`config.mk`:
```
export PLATFORM = sky130hd
export DESIGN_NAME = bdsc_top
export DESIGN_NICKNAME = d
export VERILOG_FILES = /design/src/verilog/bdsc_pkg.sv /design/src/verilog/bdsc_sync3.sv /design/src/verilog/bdsc_top.sv
export SDC_FILE = /design/constraint.sdc
export NUM_CORES = 1
export LEC_CHECK = 0
export ABC_AREA = 1
export ABC_CLOCK_PERIOD_IN_PS = 2100
export BUFFER_PORTS_ARGS = -buffer_cell sky130_fd_sc_hd__clkbuf_2
export CELL_PAD_IN_SITES_DETAIL_PLACEMENT = 1
export CELL_PAD_IN_SITES_GLOBAL_PLACEMENT = 1
export CORE_MARGIN = 1
export CORE_UTILIZATION = 47
export CTS_CLUSTER_SIZE = 30
export DETAILED_ROUTE_END_ITERATION = 12
export PLACE_DENSITY_LB_ADDON = 0.12
export SYNTH_ARGS = -nofsm -noshare
export SYNTH_HDL_FRONTEND = slang
export SYNTH_SLANG_ARGS = --single-unit
```
`constraint.sdc`:
```
create_clock -name sys_clk -period 2.1 [get_ports sys_clk]
set_input_delay 0.105 -clock sys_clk [delete_from_list [all_inputs] [get_ports sys_clk]]
set_output_delay 0.105 -clock sys_clk [all_outputs]
set_load 0.02 [all_outputs]
```
`src/verilog/bdsc_pkg.sv`:
```
// Shared constants and types for the background debug serial control block.
package bdsc_pkg;
  localparam int SYNC_LOW_CYC   = 128;
  localparam int TIMEOUT_CYC    = 512;
  localparam int SYNC_DELAY_CYC = 16;
  localparam int SYNC_RESP_CYC  = 128;
  localparam int CNT_W          = 10;
  localparam int QUEUE_DEPTH    = 2;

  typedef enum logic [1:0] {
    BDSC_IDLE,
    BDSC_LOW,
    BDSC_WAIT_HI,
    BDSC_GAP
  } bdsc_rx_t;

  typedef enum logic [1:0] {
    BDSC_RSP_IDLE,
    BDSC_RSP_DELAY,
    BDSC_RSP_LOW,
    BDSC_RSP_SPEED
  } bdsc_rsp_t;

  typedef enum logic [1:0] {
    BDSC_CPU_USER,
    BDSC_CPU_BGND,
    BDSC_CPU_STEP
  } bdsc_cpu_t;
endpackage

```
`src/verilog/bdsc_sync3.sv`:
```
// Three-stage synchroniser with agreement filter for a pin input.
module bdsc_sync3 (
  // Clock and reset
  input  wire logic sys_clk,
  input  wire logic rst,
  // Pin in, filtered level out
  input  wire logic pin_in,
  output logic      level_out
);
  logic s1_reg, s2_reg, s3_reg, lvl_reg;
  logic lvl_next;

  always_comb begin
    lvl_next = lvl_reg;
    if (s2_reg == s3_reg) begin
      lvl_next = s3_reg;
    end
  end

  always_ff @(posedge sys_clk or posedge rst) begin
    if (rst) begin
      s1_reg  <= 1'b1;
      s2_reg  <= 1'b1;
      s3_reg  <= 1'b1;
      lvl_reg <= 1'b1;
    end else begin
      s1_reg  <= pin_in;
      s2_reg  <= s1_reg;
      s3_reg  <= s2_reg;
      lvl_reg <= lvl_next;
    end
  end

  assign level_out = lvl_reg;
endmodule

```
`src/verilog/bdsc_top.sv`:
```
// Serial link timing, tagging and stepping control for background debug.
module bdsc_top
  import bdsc_pkg::*;
#(
  parameter int TIMEOUT = bdsc_pkg::TIMEOUT_CYC
) (
  // Clock and reset
  input  wire logic sys_clk,
  input  wire logic rst,
  // Serial pin, open drain: oe low means driving
  input  wire logic serial_in,
  output logic      serial_out,
  output logic      serial_oe_n,
  // Low byte strobe pin used as tag input
  input  wire logic low_strobe_in,
  input  wire logic low_strobe_enabled,
  input  wire logic external_bus_clock,
  // Command decode from the protocol engine
  input  wire logic cmd_complete,
  input  wire logic cmd_is_read,
  input  wire logic xfer_done,
  input  wire logic ack_enable_cmd,
  input  wire logic ack_disable_cmd,
  input  wire logic ack_pulse_sent,
  input  wire logic single_step_command,
  input  wire logic tag_and_go_command,
  input  wire logic clocks_restarted,
  // Processor side
  input  wire logic irq_pending,
  input  wire logic insn_retired,
  input  wire logic queue_load,
  input  wire logic queue_advance,
  // Status
  output logic      soft_reset,
  output logic      bit_valid,
  output logic      sync_seen,
  output logic      ack_enabled,
  output logic      tagging_active,
  output logic      background_debug_mode,
  output logic      run_user,
  output logic      take_irq_stack,
  output logic [1:0] tag_seen
);
  if (TIMEOUT < 2 || TIMEOUT > 1023) $error("TIMEOUT out of range");

  logic pin_lvl, lo_lvl, clk_lvl;

  bdsc_sync3 u_pin (
    .sys_clk  (sys_clk),
    .rst      (rst),
    .pin_in   (serial_in),
    .level_out(pin_lvl)
  );
  bdsc_sync3 u_lo (
    .sys_clk  (sys_clk),
    .rst      (rst),
    .pin_in   (low_strobe_in),
    .level_out(lo_lvl)
  );
  bdsc_sync3 u_clk (
    .sys_clk  (sys_clk),
    .rst      (rst),
    .pin_in   (external_bus_clock),
    .level_out(clk_lvl)
  );

  // Receive timing.
  bdsc_rx_t        rx_reg, rx_next;
  bdsc_rsp_t       rsp_reg, rsp_next;
  logic [CNT_W-1:0] cnt_reg, cnt_next;
  logic pin_d_reg, clk_d_reg;
  logic busy_reg, busy_next, hold_reg, hold_next;
  logic srst_reg, srst_next, bit_reg, bit_next, sync_reg, sync_next;
  logic ack_reg, ack_next;
  logic fall, rise, clk_fall, expire;

  assign fall     = pin_d_reg & ~pin_lvl;
  assign rise     = ~pin_d_reg & pin_lvl;
  assign clk_fall = clk_d_reg & ~clk_lvl;
  assign expire   = busy_reg & ~hold_reg &
                    (cnt_reg >= CNT_W'(TIMEOUT));

  always_comb begin
    rx_next   = rx_reg;
    cnt_next  = cnt_reg;
    busy_next = busy_reg;
    hold_next = hold_reg;
    srst_next = 1'b0;
    bit_next  = 1'b0;
    sync_next = 1'b0;
    ack_next  = ack_reg;
    if (cnt_reg != {CNT_W{1'b1}}) cnt_next = cnt_reg + 1'b1;
    // Our own sync answer would otherwise read back as a host bit.
    if (fall && !tagging_active && rsp_reg == BDSC_RSP_IDLE) begin
      cnt_next = '0;
      rx_next  = BDSC_LOW;
    end
    case (rx_reg)
      BDSC_LOW: begin
        if (rise) begin
          bit_next  = 1'b1;
          busy_next = 1'b1;
          rx_next   = BDSC_GAP;
        end else if (cnt_reg >= CNT_W'(SYNC_LOW_CYC)) begin
          sync_next = 1'b1;
          srst_next = 1'b1;
          busy_next = 1'b0;
          hold_next = 1'b0;
          rx_next   = BDSC_WAIT_HI;
        end
      end
      BDSC_WAIT_HI: begin
        if (rise) rx_next = BDSC_IDLE;
      end
      BDSC_GAP: begin
        if (expire) begin
          srst_next = 1'b1;
          busy_next = 1'b0;
          hold_next = 1'b0;
          rx_next   = BDSC_IDLE;
        end
      end
      default: ;
    endcase
    if (cmd_complete) begin
      busy_next = cmd_is_read;
      hold_next = cmd_is_read & ack_reg;
    end
    if (ack_pulse_sent && !tag_and_go_command) begin
      hold_next = 1'b0;
      cnt_next  = '0;
    end
    if (xfer_done) begin
      busy_next = 1'b0;
      hold_next = 1'b0;
    end
    if (ack_enable_cmd) ack_next = 1'b1;
    if (ack_disable_cmd) ack_next = 1'b0;
    if (clocks_restarted) begin
      srst_next = 1'b1;
      ack_next  = 1'b0;
      busy_next = 1'b0;
      hold_next = 1'b0;
      rx_next   = BDSC_IDLE;
    end
  end

  always_ff @(posedge sys_clk or posedge rst) begin
    if (rst) begin
      rx_reg    <= BDSC_IDLE;
      cnt_reg   <= '0;
      pin_d_reg <= 1'b1;
      clk_d_reg <= 1'b1;
      busy_reg  <= 1'b0;
      hold_reg  <= 1'b0;
      srst_reg  <= 1'b0;
      bit_reg   <= 1'b0;
      sync_reg  <= 1'b0;
      ack_reg   <= 1'b0;
    end else begin
      rx_reg    <= rx_next;
      cnt_reg   <= cnt_next;
      pin_d_reg <= pin_lvl;
      clk_d_reg <= clk_lvl;
      busy_reg  <= busy_next;
      hold_reg  <= hold_next;
      srst_reg  <= srst_next;
      bit_reg   <= bit_next;
      sync_reg  <= sync_next;
      ack_reg   <= ack_next;
    end
  end

  // Sync response pulse; our own drive is ignored by the receiver state.
  logic [7:0]       rcnt_reg, rcnt_next;
  logic oe_n_reg, oe_n_next, out_reg, out_next;

  always_comb begin
    rsp_next  = rsp_reg;
    rcnt_next = rcnt_reg + 8'h01;
    oe_n_next = 1'b1;
    out_next  = 1'b1;
    case (rsp_reg)
      BDSC_RSP_IDLE: begin
        rcnt_next = 8'h00;
        if (rx_reg == BDSC_WAIT_HI && rise) rsp_next = BDSC_RSP_DELAY;
      end
      BDSC_RSP_DELAY: begin
        if (rcnt_reg == 8'(SYNC_DELAY_CYC - 1)) begin
          rcnt_next = 8'h00;
          rsp_next  = BDSC_RSP_LOW;
          oe_n_next = 1'b0;
          out_next  = 1'b0;
        end
      end
      BDSC_RSP_LOW: begin
        oe_n_next = 1'b0;
        out_next  = 1'b0;
        if (rcnt_reg == 8'(SYNC_RESP_CYC - 1)) begin
          rsp_next = BDSC_RSP_SPEED;
          out_next = 1'b1;
        end
      end
      BDSC_RSP_SPEED: rsp_next = BDSC_RSP_IDLE;
      default: rsp_next = BDSC_RSP_IDLE;
    endcase
  end

  always_ff @(posedge sys_clk or posedge rst) begin
    if (rst) begin
      rsp_reg  <= BDSC_RSP_IDLE;
      rcnt_reg <= 8'h00;
      oe_n_reg <= 1'b1;
      out_reg  <= 1'b1;
    end else begin
      rsp_reg  <= rsp_next;
      rcnt_reg <= rcnt_next;
      oe_n_reg <= oe_n_next;
      out_reg  <= out_next;
    end
  end

  // Tagging and stepping.
  bdsc_cpu_t cpu_reg, cpu_next;
  logic tag_on_reg, tag_on_next, irqs_reg, irqs_next, bgd_reg, run_reg;
  logic [1:0] tag_reg, tag_next;
  logic [1:0] q_reg [QUEUE_DEPTH];
  logic [1:0] q_next [QUEUE_DEPTH];

  always_comb begin
    cpu_next    = cpu_reg;
    tag_on_next = tag_on_reg;
    tag_next    = tag_reg;
    irqs_next   = 1'b0;
    q_next      = q_reg;
    if (tag_and_go_command && !tag_on_reg) begin
      tag_on_next = 1'b1;
      cpu_next    = BDSC_CPU_USER;
    end
    if (tag_on_reg && clk_fall) begin
      tag_next[1] = ~pin_lvl;
      tag_next[0] = ~lo_lvl & low_strobe_enabled;
    end
    if (queue_load) begin
      q_next[QUEUE_DEPTH-1] = tag_on_reg ? tag_next : 2'b00;
    end
    if (queue_advance) begin
      for (int i = 0; i < QUEUE_DEPTH - 1; i++) begin
        q_next[i] = q_reg[i+1];
      end
      if (!queue_load) q_next[QUEUE_DEPTH-1] = 2'b00;
    end
    case (cpu_reg)
      BDSC_CPU_USER: begin
        if (queue_advance && q_reg[0] != 2'b00) begin
          cpu_next    = BDSC_CPU_BGND;
          tag_on_next = 1'b0;
        end
      end
      BDSC_CPU_BGND: begin
        if (single_step_command) begin
          if (irq_pending) begin
            irqs_next = 1'b1;
          end else begin
            cpu_next = BDSC_CPU_STEP;
          end
        end
      end
      BDSC_CPU_STEP: begin
        if (insn_retired) cpu_next = BDSC_CPU_BGND;
      end
      default: cpu_next = BDSC_CPU_BGND;
    endcase
  end

  always_ff @(posedge sys_clk or posedge rst) begin
    if (rst) begin
      cpu_reg    <= BDSC_CPU_USER;
      tag_on_reg <= 1'b0;
      tag_reg    <= 2'b00;
      irqs_reg   <= 1'b0;
      bgd_reg    <= 1'b0;
      run_reg    <= 1'b1;
      for (int i = 0; i < QUEUE_DEPTH; i++) q_reg[i] <= 2'b00;
    end else begin
      cpu_reg    <= cpu_next;
      tag_on_reg <= tag_on_next;
      tag_reg    <= tag_next;
      irqs_reg   <= irqs_next;
      bgd_reg    <= (cpu_next == BDSC_CPU_BGND);
      run_reg    <= (cpu_next != BDSC_CPU_BGND);
      q_reg      <= q_next;
    end
  end

  assign serial_out            = out_reg;
  assign serial_oe_n           = oe_n_reg;
  assign soft_reset            = srst_reg;
  assign bit_valid             = bit_reg;
  assign sync_seen             = sync_reg;
  assign ack_enabled           = ack_reg;
  assign tagging_active        = tag_on_reg;
  assign background_debug_mode = bgd_reg;
  assign run_user              = run_reg;
  assign take_irq_stack        = irqs_reg;
  assign tag_seen              = tag_reg;
endmodule
```
==> impl_metrics.yaml <==
run_status:
  status: "complete, no violations"
clock_tree:
  cts_max_path_buffers: 2
  h-tree-depth: 2
  clk_pin_slew_ns: 0.11
  cts_setup_buffers: 0
  cts_sinks: 56
  cts_tree: "yes"
  ctsRootBufferMaster: "clkbuf_8"
  numCtsBuffers: 5
  ctsHoldBuffers: 6
  cts_resized: 0
  clk_latency_ns: 0.32
layout:
  area_growth_syn_to_layout_pct: 15.8
  drive_gt1_frac: 0.253
  fillers: 637
  n_antenna_cell: 0
  largest_register_ffs: 10
  layout.nets: 356
sta:
  whs_ns: 0.0130
  fin_worst_skew_ns: 0.00850
  report.final.slew_viol_count: 0
  fin_setup_tns_ns: 0
  fmax_mhz: 657
  worstMarginPinSlew_ns: 0.568
  maxSlewHeadroom: 0.621
  setup_violations: 0
  layout_setup_ws_ns: 0.579
  period_share: 0.724
  final-hold-violation-count: 0
  finalCriticalPeriod_ns: 1.52
  rsz0062_at_grt: "no"
global_routing:
  grt_overflow: 0
  grt_max_degree: 31
  grt_pass1_vias: 2122
  grt_pass1_wl_um: 10000
  antenna_found_initial: 0
  track_usage: 0.218
die:
  initial_utilization: 0.499
  rows: 26
  dieWidth_um: 76.6
  dieArea_um2: 5870
  die_h_um: 76.6
  ios: 31
  core_area_um2: 5240
route:
  dr_total_vias: 2005
  drt_iter0_drc: 96
  drc: 0
  drtAntennaViolNets: 0
  wire_per_inst_um: 14.0
  drtPass1Iterations: 4
  wl_um: 5630
  vias_per_cell: 4.99
synthesis:
  synth_ff_type: "dfrtp_1"
  syn_avg_cell_area_um2: 9.11
  synth-seq-area-share: 0.544
  syn_area_um2: 2620
  synth_top_area_share: 0.373
  synth_edf_count: 0
  synthCells: 287
  synthArstFlopShare: 1.00
  yosysMostFrequentCell: "nand2_1"
  synth-seq-cells: 56
  yosys.area.top_type: "dfrtp_1"
  ys_top_cells_by_count: "70 x nand2_1, 39 x dfrtp_1, 38 x inv_1"
  yosys-top-cells-area: "dfrtp_1 37%, dfstp_2 17%, nand2_1 10%"
  ys_types: 35
  yosysWarningCount: 0
  syn_nets: 312
place:
  dpl.hpwl_um: 4190
  portBuffers: 30
  dpl_worst_slack_ns: 0.588
  place.gp.congestion: 0.773
pwr:
  p_leak_nw: 1.55
  vdd_ir_drop_max_mv: 0.606
  switching_share: 0.365
  p_total_mw: 2.97
  internal-power_mw: 1.89
  power_density_nw_per_um2: 981
  p_sw_mw: 1.08
  clockPowerShare: 0.211
  seqPwrFrac: 0.491
  combPwrFrac: 0.297
critical_path:
  worstSetupStartpoint: "rsp_reg[0]$_DFFE_PP0P_"
  r2r-start: "rsp_reg[0]$_DFFE_PP0P_"
  start_kind: "flip-flop"
  worstReg2RegEnd: "cnt_reg[0]$_DFFE_PP0P_"
  reg2reg_depth: 7
  path_class: "reg2reg"
  cp-endpoint: "cnt_reg[0]$_DFFE_PP0P_"
  crit_path_max_fanout: 8
  end_kind: "flip-flop"
  arrival_ns: 1.77
  regToRegSetupSlack_ns: 0.58
  cp.required_ns: 2.35
job:
  max_cap_violations: 0
hold_path:
  hold_class: "in2reg"
-- kinds of logic after synthesis --
| group | after synthesis | share of synthesized area |
|---|---|---|
| AOI/OAI and AO/OA | 26 | 0.0713 |
| adders and majority gates | 9 | 0.0402 |
| buffers and inverters | 43 | 0.0622 |
| and+or+nand+nor | 149 | 0.269 |
| DFF | 56 | 0.544 |
| xor gates and xnor gates | 4 | 0.0134 |
-- per-stage QoR --
stage | util | cell area, um2 | cells
floorplan | - | 2620 | 287
global placement | 0.549 | 2880 | 388
detailed placement | 0.549 | 2880 | 388
CTS | 0.578 | 3030 | 402
global route | 0.578 | 3030 | 402
finish | 0.578 | 3030 | 402
-- final cells by class --
cell class	instances	area [um2]	share of cell area
flip-flops and latches	56	1420	0.470
well taps	70	87.6	0.0289
inverters	42	158	0.0520
clock inverters	3	25.0	0.00826
clock buffers	5	68.8	0.0227
multi-input cells	188	1030	0.340
repair buffers	38	238	0.0785
-- worst min path at each step --
stage                                  start                        to  slack, ns  cells after the start
after global routing           queue_advance      q_reg[3]$_DFFE_PP0P_      0.001                      3
after global placement                   rst  take_irq_stack$_DFF_PP0_       0.18                      2
final                          queue_advance      q_reg[3]$_DFFE_PP0P_       0.01                      3
after CTS                      queue_advance      q_reg[3]$_DFFE_PP0P_      0.009                      3
after floorplan           external_bus_clock    u_clk.s1_reg$_DFF_PP1_       0.11                      0
after detailed placement                 rst  take_irq_stack$_DFF_PP0_       0.19                      2
-- worst max-delay path: stages, from the launching register on --
cell      delay (ns)
dfrtp_1         0.39
inv_1           0.08
ha_1            0.28
nand3_1         0.19
clkinv_1        0.14
nor2_4          0.14
nand2_4         0.10
o21ai_2         0.14
-- layer usage --
metal	vias to the layer above	wire, um	GRT usage
li1	1006	-	-
met4	0	44	0.0654
met5	-	0	0
met2	31	2860	0.370
met1	963	2550	0.282
met3	5	176	0.0431
-- layout by cell type (no fill, tap or decap), types with 5 or more instances in the layout --
cell	n
dfstp_2	17
dlygate4sd3_1	6
clkbuf_2	30
nand3_1	19
a21oi_1	7
nand2_1	70
ha_1	6
inv_1	37
nand4_1	12
dfrtp_1	39
clkbuf_8	5
nor2_1	27
-- power by group through the flow --
stage          Combinational, mW  Clock [mW]  Sequential (mW)
3_3_place_gp               0.837           0             1.47
2_1_floorplan              0.549           0             1.53
6_report                   0.884       0.628             1.46
3_5_place_dp               0.873           0             1.48
5_1_grt                     1.00       0.686             1.49
4_1_cts                    0.897       0.642             1.46
Power figures use the tool's default switching activity.
